===== src/hw/ios_defs.vh =====
// constants for the internal oscillator clock source block
// assumes inclusion by bare name from hw/ios_top.v
`ifndef IOS_DEFS_VH
`define IOS_DEFS_VH

// ----------------------------------------------------------------
// system clock and source frequencies
// ----------------------------------------------------------------
`define IOS_SYS_CLK_HZ     20000000
`define IOS_BASE_HZ        500000
`define IOS_HF_HZ          16000000
`define IOS_LF_HZ          31000

// ----------------------------------------------------------------
// select encodings and trim values
// ----------------------------------------------------------------
`define IOS_CFG_INTOSC     3'h4
`define IOS_SCS_INT_BIT    1
`define IOS_IRCF_LF        4'h0
`define IOS_IRCF_MF_LO     4'h1
`define IOS_IRCF_MF_HI     4'h9
`define IOS_TRIM_MAX       6'h1f
`define IOS_TRIM_MIN       6'h20
`define IOS_TRIM_RESET     6'h00

// ----------------------------------------------------------------
// settling windows, in cycles of the base tick
// ----------------------------------------------------------------
`define IOS_STARTUP_TICKS  8'h04
`define IOS_LOCK_TICKS     8'h10
`define IOS_STABLE_TICKS   8'h40

`endif


===== src/hw/ios_top.v =====
// internal oscillator clock sources: base, high, medium and low frequency
// assumes synchronous inputs on i_sys_clk; consumers use the tick outputs
//
// Operation
// - 16 MHz source with postscaled select field
// - calibrated sources enabled by config or select
// - startup delay before high source is used
// - hf ready flag while high source runs
// - hf locked within two percent
// - hf stable within half percent
// - 500 kHz medium source, nine frequencies
// - mf ready flag follows hf ready, after the startup delay
// - both calibrated sources from trimmed base
// - six-bit signed trim, resets to zero
// - trim slews gradually, no completion flag
// - low source ignores the trim
// - uncalibrated 31 kHz low source, no postscaler
// - low source enabled by select or peripheral
// - low source clocks timer, watchdog, monitor
// - lf ready flag while low source runs
// - low source fed straight into the mux
`timescale 1ns/1ps
`include "ios_defs.vh"

module ios_top #(
  parameter ACC_W = 24
) (
  // clock and reset
  input  wire       i_sys_clk,
  input  wire       i_rst_n,
  // control
  input  wire [3:0] i_internal_freq_select,
  input  wire [2:0] i_clock_config_select,
  input  wire [1:0] i_system_clock_source_select,
  input  wire [5:0] i_frequency_trim_register,
  input  wire       i_lf_peripheral_en,
  // clock ticks
  output reg        o_hf_tick,
  output reg        o_mf_tick,
  output reg        o_lf_tick,
  output reg        o_sys_tick,
  output reg        o_power_up_timer_tick,
  output reg        o_watchdog_timer_tick,
  output reg        o_fail_safe_clock_monitor_tick,
  // status
  output reg        o_hf_ready_flag,
  output reg        o_hf_locked_flag,
  output reg        o_hf_stable_flag,
  output reg        o_mf_ready_flag,
  output reg        o_lf_ready_flag
);

  // ----------------------------------------------------------------
  // phase increments; accumulator modulo 2^ACC_W at sys clock
  // ----------------------------------------------------------------
  localparam [47:0] ONE      = 48'h1 << ACC_W;
  localparam [47:0] BASE_INC = (ONE * `IOS_BASE_HZ) / `IOS_SYS_CLK_HZ;
  localparam [47:0] LF_INC   = (ONE * `IOS_LF_HZ) / `IOS_SYS_CLK_HZ;
  localparam [47:0] TRIM_LSB = BASE_INC / 48'd128;
  localparam [31:0] HF_RATIO = `IOS_HF_HZ / `IOS_BASE_HZ;
  localparam [7:0]  HF_MUL   = HF_RATIO[7:0];

  // ----------------------------------------------------------------
  // enables
  // ----------------------------------------------------------------
  wire int_sel  = (i_clock_config_select == `IOS_CFG_INTOSC) ||
                  i_system_clock_source_select[`IOS_SCS_INT_BIT];
  wire ircf_lf  = (i_internal_freq_select == `IOS_IRCF_LF);
  wire cal_en   = int_sel && !ircf_lf;
  wire hf_sel   = i_internal_freq_select > `IOS_IRCF_MF_HI;
  wire lf_en    = (int_sel && ircf_lf) || i_lf_peripheral_en;

  // ----------------------------------------------------------------
  // trim slew: current trim walks one step per base tick
  // ----------------------------------------------------------------
  reg  [5:0]       trim_now;
  reg  [ACC_W-1:0] base_acc;
  reg              base_tick;
  wire signed [6:0] trim_s = {trim_now[5], trim_now};
  wire [47:0] trim_adj = TRIM_LSB * {{41{trim_s[6]}}, trim_s};
  wire [47:0] base_inc = BASE_INC + trim_adj;

  always @(posedge i_sys_clk or negedge i_rst_n) begin
    if (!i_rst_n) begin
      trim_now <= `IOS_TRIM_RESET;
    end else if (base_tick && trim_now != i_frequency_trim_register) begin
      // slews silently; software cannot see when it lands
      if ($signed(trim_now) < $signed(i_frequency_trim_register))
        trim_now <= trim_now + 6'h01;
      else
        trim_now <= trim_now - 6'h01;
    end
  end

  // ----------------------------------------------------------------
  // base 500 kHz oscillator
  // ----------------------------------------------------------------
  wire [ACC_W:0] base_sum = {1'b0, base_acc} + {1'b0, base_inc[ACC_W-1:0]};
  always @(posedge i_sys_clk or negedge i_rst_n) begin
    if (!i_rst_n) begin
      base_acc  <= {ACC_W{1'b0}};
      base_tick <= 1'b0;
    end else if (cal_en) begin
      base_acc  <= base_sum[ACC_W-1:0];
      base_tick <= base_sum[ACC_W];
    end else begin
      base_acc  <= {ACC_W{1'b0}};
      base_tick <= 1'b0;
    end
  end

  // ----------------------------------------------------------------
  // high source: multiplied base, modelled as at most one tick per sys cycle
  // above 20 MHz is impossible, so 16 MHz rate is gated by accumulator
  // ----------------------------------------------------------------
  reg  [ACC_W-1:0] hf_acc;
  wire [47:0]      hf_inc = base_inc * HF_MUL;
  wire [ACC_W:0]   hf_sum = {1'b0, hf_acc} + {1'b0, hf_inc[ACC_W-1:0]};
  always @(posedge i_sys_clk or negedge i_rst_n) begin
    if (!i_rst_n) begin
      hf_acc <= {ACC_W{1'b0}};
    end else if (cal_en) begin
      hf_acc <= hf_sum[ACC_W-1:0];
    end else begin
      hf_acc <= {ACC_W{1'b0}};
    end
  end
  wire hf_raw = cal_en && hf_sum[ACC_W];

  // ----------------------------------------------------------------
  // settling counter drives ready, locked and stable
  // ----------------------------------------------------------------
  reg [7:0] settle;
  always @(posedge i_sys_clk or negedge i_rst_n) begin
    if (!i_rst_n) begin
      settle <= 8'h00;
    end else if (!cal_en) begin
      settle <= 8'h00;
    end else if (base_tick && settle != `IOS_STABLE_TICKS) begin
      settle <= settle + 8'h01;
    end
  end
  // high source output held off for the first four base ticks after enable
  wire hf_up = cal_en && (settle >= `IOS_STARTUP_TICKS);

  // ----------------------------------------------------------------
  // postscaler for the select field: divide by 2^(15-ircf) on hf,
  // by 2^(9-ircf) on mf
  // ----------------------------------------------------------------
  reg  [14:0] hf_div;
  reg  [8:0]  mf_div;
  wire [3:0]  hf_sh = 4'hf - i_internal_freq_select;
  wire [3:0]  mf_sh = `IOS_IRCF_MF_HI - i_internal_freq_select;
  always @(posedge i_sys_clk or negedge i_rst_n) begin
    if (!i_rst_n) begin
      hf_div <= 15'h0000;
      mf_div <= 9'h000;
    end else if (!cal_en) begin
      // restart with the source so the first base tick gives the first mf edge; hf edges also wait for the startup delay
      hf_div <= 15'h0000;
      mf_div <= 9'h000;
    end else begin
      if (hf_raw) hf_div <= hf_div + 15'h0001;
      if (base_tick) mf_div <= mf_div + 9'h001;
    end
  end
  wire [14:0] hf_mask = (15'h0001 << hf_sh) - 15'h0001;
  wire [8:0]  mf_mask = (9'h001 << mf_sh) - 9'h001;
  wire hf_post = hf_raw && hf_up && ((hf_div & hf_mask) == 15'h0000);
  wire mf_sel  = !hf_sel && !ircf_lf;
  wire mf_post = base_tick && mf_sel &&
                 ((mf_div & mf_mask) == 9'h000);

  // ----------------------------------------------------------------
  // low source: fixed, untrimmed, no postscaler
  // ----------------------------------------------------------------
  reg  [ACC_W-1:0] lf_acc;
  wire [ACC_W:0]   lf_sum = {1'b0, lf_acc} + {1'b0, LF_INC[ACC_W-1:0]};
  reg  [2:0]       lf_cnt;
  always @(posedge i_sys_clk or negedge i_rst_n) begin
    if (!i_rst_n) begin
      lf_acc <= {ACC_W{1'b0}};
      lf_cnt <= 3'h0;
    end else if (lf_en) begin
      lf_acc <= lf_sum[ACC_W-1:0];
      if (lf_sum[ACC_W] && lf_cnt != 3'h7) lf_cnt <= lf_cnt + 3'h1;
    end else begin
      lf_acc <= {ACC_W{1'b0}};
      lf_cnt <= 3'h0;
    end
  end
  wire lf_raw = lf_en && lf_sum[ACC_W];

  // ----------------------------------------------------------------
  // registered tick outputs
  // ----------------------------------------------------------------
  // mux: lf goes straight in, no postscaler on that path
  wire next_sys_tick = ircf_lf ? lf_raw : (hf_sel ? hf_post : mf_post);

  always @(posedge i_sys_clk or negedge i_rst_n) begin
    if (!i_rst_n) begin
      o_hf_tick <= 1'b0;
    end else begin
      o_hf_tick <= hf_post && hf_sel;
    end
  end

  always @(posedge i_sys_clk or negedge i_rst_n) begin
    if (!i_rst_n) begin
      o_mf_tick <= 1'b0;
    end else begin
      o_mf_tick <= mf_post;
    end
  end

  always @(posedge i_sys_clk or negedge i_rst_n) begin
    if (!i_rst_n) begin
      o_lf_tick <= 1'b0;
    end else begin
      o_lf_tick <= lf_raw;
    end
  end

  always @(posedge i_sys_clk or negedge i_rst_n) begin
    if (!i_rst_n) begin
      o_sys_tick <= 1'b0;
    end else begin
      o_sys_tick <= next_sys_tick;
    end
  end

  // ----------------------------------------------------------------
  // consumer ticks on the untrimmed low source
  // ----------------------------------------------------------------
  always @(posedge i_sys_clk or negedge i_rst_n) begin
    if (!i_rst_n) begin
      o_power_up_timer_tick <= 1'b0;
    end else begin
      o_power_up_timer_tick <= lf_raw;
    end
  end

  always @(posedge i_sys_clk or negedge i_rst_n) begin
    if (!i_rst_n) begin
      o_watchdog_timer_tick <= 1'b0;
    end else begin
      o_watchdog_timer_tick <= lf_raw;
    end
  end

  always @(posedge i_sys_clk or negedge i_rst_n) begin
    if (!i_rst_n) begin
      o_fail_safe_clock_monitor_tick <= 1'b0;
    end else begin
      o_fail_safe_clock_monitor_tick <= lf_raw;
    end
  end

  // ----------------------------------------------------------------
  // status flags
  // ----------------------------------------------------------------
  always @(posedge i_sys_clk or negedge i_rst_n) begin
    if (!i_rst_n) begin
      o_hf_ready_flag <= 1'b0;
    end else begin
      o_hf_ready_flag <= hf_up;
    end
  end

  always @(posedge i_sys_clk or negedge i_rst_n) begin
    if (!i_rst_n) begin
      o_hf_locked_flag <= 1'b0;
    end else begin
      o_hf_locked_flag <= cal_en && settle >= `IOS_LOCK_TICKS;
    end
  end

  always @(posedge i_sys_clk or negedge i_rst_n) begin
    if (!i_rst_n) begin
      o_hf_stable_flag <= 1'b0;
    end else begin
      o_hf_stable_flag <= cal_en && settle >= `IOS_STABLE_TICKS;
    end
  end

  always @(posedge i_sys_clk or negedge i_rst_n) begin
    if (!i_rst_n) begin
      o_mf_ready_flag <= 1'b0;
    end else begin
      o_mf_ready_flag <= hf_up;
    end
  end

  // one lf edge counts as running
  always @(posedge i_sys_clk or negedge i_rst_n) begin
    if (!i_rst_n) begin
      o_lf_ready_flag <= 1'b0;
    end else begin
      o_lf_ready_flag <= lf_en && (lf_cnt != 3'h0);
    end
  end

endmodule // ios_top


===== config.mk =====
export PLATFORM = sky130hd
export DESIGN_NAME = ios_top
export DESIGN_NICKNAME = d
export VERILOG_FILES = /design/src/hw/ios_top.v
export VERILOG_INCLUDE_DIRS = /design/src /design/src/hw
export SDC_FILE = /design/constraint.sdc
export NUM_CORES = 1
export LEC_CHECK = 0
export BUFFER_PORTS_ARGS = -buffer_cell sky130_fd_sc_hd__buf_2
export CAP_MARGIN = 25
export CORE_AREA = 3 3 141 143
export DETAILED_ROUTE_END_ITERATION = 8
export DIE_AREA = 0 0 144 146
export PLACE_DENSITY = 0.74
export SYNTH_ARGS = -nofsm -noshare
export SYNTH_HDL_FRONTEND = slang
export SYNTH_SLANG_ARGS = --single-unit
export TNS_END_PERCENT = 5

===== constraint.sdc =====
create_clock -name i_sys_clk -period 9.4 [get_ports i_sys_clk]
set_input_delay 0 -clock i_sys_clk [delete_from_list [all_inputs] [get_ports i_sys_clk]]
set_output_delay 0 -clock i_sys_clk [all_outputs]
set_load 0.01 [all_outputs]

==> results of run 1 <==
==> state kept, by name (all words and copies together), names as in the netlist <==
signal	cells
o_mf_ready_flag	1
hf_div	15
base_tick	1
lf_acc	22
o_sys_tick	1
lf_cnt	3
o_hf_locked_flag	1
o_mf_tick	1
o_lf_ready_flag	1
trim_now	6
base_acc	23
mf_div	9
o_hf_tick	1
settle	8
o_fail_safe_clock_monitor_tick	1
hf_acc	18
o_hf_stable_flag	1
==> area by class of cell <==
class                      instances  area, um^2
inverter                          71         267
clock buffer                      18         439
multi-input combinational        824        6030
sequential                       113        2830
fill                            1612        8510
tap                              234         293
timing repair buffer              33         183
clock inverter                    14         153
==> cells in the mapped netlist (13+ instances only) <==
cell type    n  area (um^2)
a21oi_1     64          320
clkbuf_1    25         93.8
nand3_1     19         95.1
o21a_1      14          105
xor2_1      48          420
inv_1       70          263
fa_1        22          440
nand2_1     73          274
xnor2_1     63          552
nor3_1      24          120
ha_1       110         1380
o21ai_0     43          215
a211oi_1    14          105
nor2_1     133          499
or3_1       13         81.3
dfrtp_1    113         2830
nand4_1     17          106
a21o_1      25          188
nor2b_1     16          100
==> worst max-delay path, stage by stage (launching register included) <==
cell,delay (ns)
dfrtp_1,0.57
ha_1,0.42
inv_1,0.09
ha_1,0.28
inv_1,0.05
fa_1,0.53
inv_1,0.06
fa_1,0.53
inv_1,0.05
fa_1,0.50
inv_1,0.04
ha_1,0.32
o21ai_0,0.11
nor2b_1,0.15
a31oi_1,0.17
xor2_1,0.29
o311ai_0,0.24
and3_1,0.26
or2_2,0.32
ha_1,0.36
nand4_1,0.13
o311ai_0,0.73
o21ai_1,0.53
and2_1,0.31
nor4_1,0.44
a211o_1,0.16
==> how the worst max path moves through the flow <==
stage	start	end	slack (ns)	cells after the start
floorplan	trim_now[5]	hf_div[8]	2.74	26
global placement	trim_now[0]	o_sys_tick	1.96	25
detailed placement	trim_now[0]	o_sys_tick	1.81	25
CTS	trim_now[0]	o_sys_tick	1.72	25
global route	trim_now[0]	o_sys_tick	1.09	25
finish	trim_now[0]	o_sys_tick	1.68	25
==> what timing repair did <==
action,CTS,global route
endpoints found under the setup margin,0,0
setup buffers,0,0
hold buffers,1,0
endpoints found under the hold margin,47,0
==> cell usage in the layout (no fill, tap or decap), drive strengths merged, types with 16 or more instances in the layout <==
cell and instances:
nor3 26, nor2 133, a21o 25, nand2 73
xnor2 63, nand4 17, buf 32, ha 110
dfrtp 113, o21ai 46, fa 22, inv 75
nand3 19, xor2 48, clkbuf 18, a21oi 65
nor2b 16
==> metrics by stage <==
stage          hold WS [ns]  cells  util (%)
3_5_place_dp         0.0787   1274      51.3
6_report             0.0540   1307      54.5
5_1_grt              0.0811   1307      54.5
3_3_place_gp         0.0765   1274      51.3
4_1_cts              0.0352   1307      54.5
2_1_floorplan        -0.296   1040         -
==> cells by family after synthesis <==
| kind of cell | count (synthesis) | share of synthesized area, % |
|---|---|---|
| xor gates and xnor gates | 111 | 10.5 |
| muxes | 5 | 0.554 |
| and+or+nand+nor | 350 | 17.9 |
| AOI/OAI and AO/OA | 226 | 16.5 |
| buffers and inverters | 103 | 4.34 |
| DFF | 113 | 30.5 |
| adders and majority gates | 132 | 19.6 |
==> metal layers <==
metal  share of wire, %  GRT usage, %  wire length, um  vias up
li1                   -             -                -     3671
met1                 49          26.3             9140     3421
met2                 46          28.8             8490      116
met3                3.4          3.25              635       26
met4                1.8          5.65              343        0
met5                  0             0                0        -
==> reports/metrics.csv, run 1 <==
metric,value,unit
clk_path_buf_depth,2,
syn_area,9260,um^2
fp.dieH,146,um
hold_class,in2reg,
htree_levels,4,
drc,0,
setup_tns,0,ns
end_kind,flop,
hold_depth,4,
dp_hpwl,13.2,mm
ys_async_sr_fraction,100,%
syn_area_per_cell,8.90,um^2
drt_iter0_drc,366,
grt.total_usage,18.5,%
gp_congestion,0.816,
ant_nets,0,
fmax,129,MHz
synthFlopType,dfrtp_1,
rrSetupSlack,1.68,ns
synth_edf_count,0,
min_period,7.72,ns
worstSetupPathType,reg2reg,
path_max_fanout,14,
pre_cts_ws,1.81,ns
r2r-start,trim_now[0],
grt_max_degree,78,
yosysWarnings,0,
r2r_end,o_sys_tick,
r2r_cells,25,
viasPerCell,5.53,
setup_viol,0,
num_io_pins,30,
wire_per_inst,14.2,um
initial_core_util,49.5,%
first_global_vias,6932,
drive_above_1_share,7.64,%
final.setup.worst_slack,1.68,ns
final_cell_area,10200,um^2
drv_cap,0,
arrival,8.08,ns
startpoint_type,flop,
skew,0.00749,ns
rsz0062_at_grt,false,
worstPathRequired,9.76,ns
grt_pass1_wl,32.4,mm
cts-buffers-inserted,17,
worst_skew_pair.late_latency,0.42,ns
port_buffers,28,
drt-total-wl,18.6,mm
period_share,82.2,%
slew-limit-headroom,33.4,%
cts.sinks,113,
synthDistinctLibCells,68,
tritoncts,built,
die_w,144,um
cts_root_buffer,clkbuf_16,
seq_area_frac_synth,30.5,%
hold-path-endpoint,lf_acc[2],
diodes,0,
clk_pin_slew,0.06,ns
area_growth_syn_to_layout,10.1,%
hp-start,i_lf_peripheral_en,
drt_pass1_iterations,4,
rows,50,
yosys_register_bits,113,
hold_violations,0,
die-area,21000,um^2
drv_slew,0,
vias,7234,
nets,1210,
grt_overflow_total,0,
core-area,18700,um^2
antenna_found_initial,0,
synth_cells,1040,
tightest_slew,0.999,ns
status,"finished, final reports clean",
place_area,9590,um^2
cts_resized,0,
syn_nets,1190,
Power of run 1 is left out: the tool's default activity adds up to more than one toggle a clock period on the data nets, which glitch-free logic cannot reach.
==> inputs of run 2 (changes only) <==
- ABC_AREA: default -> 1
- CORE_AREA: 3 3 141 143 -> 3 3 146 148
- DIE_AREA: 0 0 144 146 -> 0 0 149 151
- PLACE_DENSITY: 0.74 -> 0.77
- clock period: 9.4 -> 6.93 ns (I/O delays scaled with it)
==> run 2 against run 1 <==
  * Wire length grew 18%
  * Clock-buffer cell count increased by 2
  * Cell area grew 9.7%
  * Hold slack better by 0.028 ns
  * Sequential cell count stayed put
  * Die area is 7.0% higher
  * Area after synthesis grew 8.8%
  * Final cell count up 32%
  * Clock skew grew 0.0046 ns
  * First-iteration DRC count rose by 77%
  * Global-route usage grew 2.2 points
  * Synthesized cell count up 35%
  * Critical endpoint is now hf_div[0]
==> reports/metrics.csv, run 2 <==
metric,value,unit,change
r2r-start,trim_now[1],,
grt.total_usage,20.7,%,+2.2 points
synth_area_leader_cell,dfrtp_1,,
final_common_cell,nand2_1,,
hold_depth,5,,+1
htree_levels,4,,unchanged
crit_slowest_cell,fa_1,,
diodes,0,,unchanged
rrSetupSlack,0.55,ns,-1.13 ns
drt_iter0_drc,648,,+77%
setup_viol,0,,unchanged
die_w,149,um,+3.5%
drv_cap,0,,unchanged
die-area,22500,um^2,+7.0%
hold_violations,0,,unchanged
min_period,6.38,ns,-1.34 ns
status,"finished, final reports clean",,
largest-register,base_acc,,
skew,0.0121,ns,+0.00462 ns
synth_edf_count,0,,unchanged
cts-buffers-inserted,17,,unchanged
synth_cells,1409,,+35%
syn_area,10100,um^2,+8.8%
r2r_end,hf_div[0],,
grt_pass1_wl,38.9,mm,+20%
synthDistinctLibCells,46,,-32%
yosys_register_bits,113,,unchanged
synth_commonest_cells,"nand2_1, inv_1, nor2_1, a21oi_1, dfrtp_1",,
largest_register_ffs,23,,unchanged
ant_nets,0,,unchanged
clk_path_buf_depth,2,,unchanged
synth_top_family_by_area,simple AND/OR/NAND/NOR gates,,
synthXorXnorAreaFrac,3.74,%,-6.8 points
r2r_cells,32,,+28%
num_io_pins,30,,unchanged
drt_pass1_iterations,9,,+5
rsz0062_at_grt,false,,
path_max_fanout,17,,+3
cts_resized,0,,unchanged
use_met2,34.7,%,+5.9 points
nets,1595,,+32%
synth_compound_area_share,13.7,%,-2.8 points
cts_root_buffer,clkbuf_16,,
drc,0,,unchanged
ys_async_sr_fraction,100,%,unchanged
use_met3,3.44,%,+0.19 points
cts.sinks,113,,unchanged
seq_area_frac_synth,28.1,%,-2.5 points
slew-limit-headroom,38.6,%,+5.2 points
hold-path-endpoint,o_mf_tick,,
synthTopCellsByArea,"dfrtp_1, ha_1, nand2_1",,
area_growth_syn_to_layout,11.0,%,
vias,9113,,+26%
wire_per_inst,12.7,um,-11%
fp.dieH,151,um,+3.4%
worstPathRequired,7.27,ns,-2.49 ns
tritoncts,built,,
cp_top_family,adder cells,,
core-area,20200,um^2,+7.8%
fmax,157,MHz,+21%
setup_tns,0,ns,unchanged
synthAdderAreaFrac,18.0,%,-1.6 points
yosysWarnings,0,,unchanged
synthFlopType,dfrtp_1,,
clk_pin_slew,0.06,ns,about the same
arrival,6.72,ns,-1.36 ns
top_usage_layer,met2,,
worst_skew_pair.late_latency,0.42,ns,about the same
drt-total-wl,22.0,mm,+18%
initial_core_util,50.0,%,+0.46 points
cp_num_buf_inv,7,,+2
first_global_vias,8700,,+26%
rows,52,,+4.0%
syn_area_per_cell,7.15,um^2,-20%
final_cell_mix,"nand2_1, inv_1, nor2_1",,
cpMostUsedCell,nand2_1,,
nFillCells,1881,,+17%
reg.largest.list,"base_acc (23), lf_acc (22), hf_acc (18)",,
startpoint_type,flop,,
hold_class,in2reg,,
synth_simple_gate_area_share,27.7,%,+9.8 points
hp-start,i_internal_freq_select[1],,
synth_mux_area_share,0,%,-0.55 points
port_buffers,28,,unchanged
antenna_found_initial,0,,unchanged
drive_above_1_share,7.28,%,-0.37 points
drv_slew,0,,unchanged
grt_overflow_total,0,,unchanged
syn_nets,1559,,+31%
crit_path_max_incr_delay,0.54,ns,-0.19 ns
synth_most_common_cell,nand2_1,,
gp_congestion,0.913,,+12%
synth_top_area_share,28.1,%,-2.5 points
viasPerCell,5.28,,-4.7%
end_kind,flop,,
dp_hpwl,16.5,mm,+25%
period_share,92.0,%,+9.9 points
grt_use_met1,27.9,%,+1.6 points
worstSetupPathType,reg2reg,,
grt_max_degree,67,,-14%
tightest_slew,0.920,ns,-0.0794 ns
run 2: per-layer routing:
| metal | vias up | wire length [um] | share of wire (%) |
|---|---|---|---|
| met5 | - | 0 | 0 |
| met4 | 0 | 357 | 1.6 |
| met3 | 31 | 748 | 3.4 |
| met2 | 168 | 10300 | 47 |
| met1 | 4220 | 10600 | 48 |
| li1 | 4694 | - | - |
run 2: area by class of cell:
type	instances	area [um^2]	area share, %
Timing Repair Buffer	35	213	1.90
Sequential cell	113	2830	25.3
Clock inverter	11	200	1.79
Inverter	207	777	6.94
Multi-Input combinational cell	1071	6370	56.9
Tap cell	270	338	3.02
Clock buffer	20	467	4.17
run 2: logic make-up after synthesis:
group / Yosys count
buf+inv: 225
xor+xnor: 43
compound gates: 252
fa+ha+maj: 132
flops: 113
simple gates: 644
run 2: worst max path at each step:
stage / startpoint / to / slack [ns] / depth (start not counted)
2_1_floorplan: trim_now[5] / hf_div[7] / 1.16 / 30
3_3_place_gp: trim_now[1] / hf_div[6] / 0.64 / 32
3_5_place_dp: trim_now[1] / hf_div[6] / 0.49 / 30
4_1_cts: trim_now[1] / hf_div[0] / 0.46 / 33
5_1_grt: trim_now[1] / hf_div[6] / 0.05 / 31
6_report: trim_now[1] / hf_div[0] / 0.55 / 32
run 2: tightest hold or removal path: stages:
cell and delay (ns):
buf_2 0.14, nand2_1 0.09, nand3_1 0.07, nand4_1 0.11
inv_1 0.04
run 2: through the flow:
| step | hold WS, ns | worst slack (ns) | area (um^2) | instances | utilization, % |
|---|---|---|---|---|---|
| floorplan | -0.296 | 1.16 | 10100 | 1409 | - |
| finish | 0.0820 | 0.551 | 11200 | 1727 | 55.5 |
| global route | 0.106 | 0.0507 | 11200 | 1727 | 55.5 |
| detailed placement | 0.154 | 0.490 | 10500 | 1693 | 52.0 |
| CTS | 0.0710 | 0.457 | 11200 | 1726 | 55.4 |
| global placement | 0.155 | 0.641 | 10500 | 1693 | 52.0 |
run 2: timing repair:
action                                  CTS  global route
hold endpoints to repair                 77             0
hold buffers                              2             0
endpoints found under the setup margin    0             2
buffers inserted                          0             1
Power of run 2 is left out for the same reason.
==> inputs of run 3 (changes only) <==
==> constraint.sdc (replaced) <==
create_clock -name i_sys_clk -period 6.93 [get_ports i_sys_clk]
set_input_delay 0.3465 -clock i_sys_clk [delete_from_list [all_inputs] [get_ports i_sys_clk]]
set_output_delay 0.3465 -clock i_sys_clk [all_outputs]
set_load 0.01 [all_outputs]
==> run 3 against run 2 <==
  * Critical path depth is 1 lower
  * Clock skew is 0.0050 ns lower
  * Sequential share of layout area is essentially flat
  * Hold slack gained 0.16 ns
  * Die area unchanged
  * Non-clock buffer count increased by 6
  * Final cell count is 0.35% higher
  * Register-to-register slack got worse by 0.13 ns
  * Via count rose by 0.43%
  * Utilization hardly changed
  * Largest cell class unchanged
  * Highest routed layer unchanged
==> reports/metrics.csv, run 3 (synthesis gave the netlist of run 2 again) <==
metric,value,unit,change
period_share,93.9,%,+1.9 points
tritoncts,built,,
drc,0,,unchanged
antenna_found_initial,0,,unchanged
port_buffers,28,,unchanged
place_area,10500,um^2,unchanged
arrival,6.85,ns,+0.13 ns
first_global_vias,8735,,+0.40%
instances_no_fill,1733,,+0.35%
fp.dieH,151,um,unchanged
initial_core_util,50.0,%,unchanged
clk_pin_slew,0.06,ns,about the same
cts_root_buffer,clkbuf_16,,
crit_path_max_incr_delay,0.53,ns,about the same
grt.total_usage,20.6,%,-0.074 points
cts.sinks,113,,unchanged
gp_congestion,0.903,,-1.1%
htree_levels,4,,unchanged
rsz0062_at_grt,false,,
grt_pass1_wl,38.7,mm,-0.59%
ant_nets,0,,unchanged
min_period,6.51,ns,+0.130 ns
clk_path_buf_depth,2,,unchanged
grt_overflow_total,0,,unchanged
hold_violations,0,,unchanged
drt_pass1_iterations,9,,unchanged
vias,9152,,+0.43%
hp-start,i_lf_peripheral_en,,
final_cell_mix,"nand2_1, inv_1, nor2_1",,
drt-total-wl,22.5,mm,+2.5%
nets,1601,,+0.38%
crit_path_start,trim_now[1],,
nFillCells,1879,,-0.11%
crit_slowest_cell,fa_1,,
worst_skew_pair.late_latency,0.42,ns,about the same
setup_tns,0,ns,unchanged
largest-register,base_acc,,
hold_class,in2reg,,
area_growth_syn_to_layout,11.1,%,about the same
status,"finished, final reports clean",,
skew,0.00710,ns,-0.00501 ns
diodes,0,,unchanged
core-area,20200,um^2,unchanged
dp_hpwl,16.7,mm,+1.0%
r2r-start,trim_now[1],,
drv_slew,0,,unchanged
viasPerCell,5.28,,about the same
cts_resized,0,,unchanged
worstPathRequired,7.27,ns,about the same
num_io_pins,30,,unchanged
slew-limit-headroom,36.6,%,-2.1 points
final_common_cell,nand2_1,,
die-area,22500,um^2,unchanged
finalHoldWorstSlack,0.240,ns,+0.158 ns
setup_viol,0,,unchanged
worstSetupPathType,reg2reg,,
wire_per_inst,13.0,um,+2.1%
fmax,154,MHz,-2.0%
placedCellCount,1693,,unchanged
startpoint_type,flop,,
grt_max_degree,72,,+7.5%
largest_register_ffs,23,,unchanged
tightest_slew,0.952,ns,+0.0321 ns
drt_iter0_drc,516,,-20%
drv_cap,0,,unchanged
drive_above_1_share,7.72,%,+0.45 points
path_max_fanout,15,,-2
reg.largest.list,"base_acc (23), lf_acc (22), hf_acc (18)",,
die_w,149,um,unchanged
cts-buffers-inserted,17,,unchanged
end_kind,flop,,
rows,52,,unchanged
final_cell_area,11200,um^2,about the same
cpMostUsedCell,inv_1,,
-- run 3: repair_timing --
item / in CTS / in global routing
hold buffers: 1 / 0
endpoints found under the setup margin: 0 / 12
buffers inserted: 0 / 8
endpoints found under the hold margin: 42 / 0
-- run 3: stage by stage --
stage / util (%) / worst slack (ns)
floorplan: - / 1.16
global placement: 52.0 / 0.601
detailed placement: 52.0 / 0.450
CTS: 55.2 / 0.333
global route: 55.5 / 0.0166
finish: 55.5 / 0.421
-- run 3: cell type report --
type / count / area (um^2) / area share, %
Sequential cell: 113 / 2830 / 25.3
Multi-Input combinational cell: 1071 / 6370 / 56.8
Inverter: 207 / 777 / 6.94
Clock buffer: 19 / 453 / 4.04
Timing Repair Buffer: 41 / 255 / 2.28
Clock inverter: 12 / 181 / 1.62
Tap cell: 270 / 338 / 3.02
-- run 3: critical path, delay by kind of cell, from the launching register on --
family	cells	cell delay [ns]
buffers and inverters	7	0.57
DFF	1	0.44
adders and majority gates	7	2.86
and+or+nand+nor	12	1.54
AOI/OAI and AO/OA	5	1.00
-- run 3: final timing paths --
path / end / slack [ns] / cells after the start
worst max-delay path: hf_div[0] / 0.42 / 31
worst min-delay path: lf_acc[3] / 0.24 / 3
worst max register to register: hf_div[0] / 0.42 / 31
worst min register to register: lf_acc[2] / 0.45 / 1
max in group asynchronous: hf_acc[11] / 5.13 / 3
min in group asynchronous: lf_cnt[0] / 0.45 / 2
-- run 3: routing by layer --
metal | part of all wire (%) | track usage (%) | up-vias
li1 | - | - | 4707
met1 | 48 | 27.2 | 4249
met2 | 47 | 34.8 | 156
met3 | 3.2 | 3.56 | 40
met4 | 2.3 | 6.41 | 0
met5 | 0 | 0 | -
Power of run 3 is left out for the same reason.
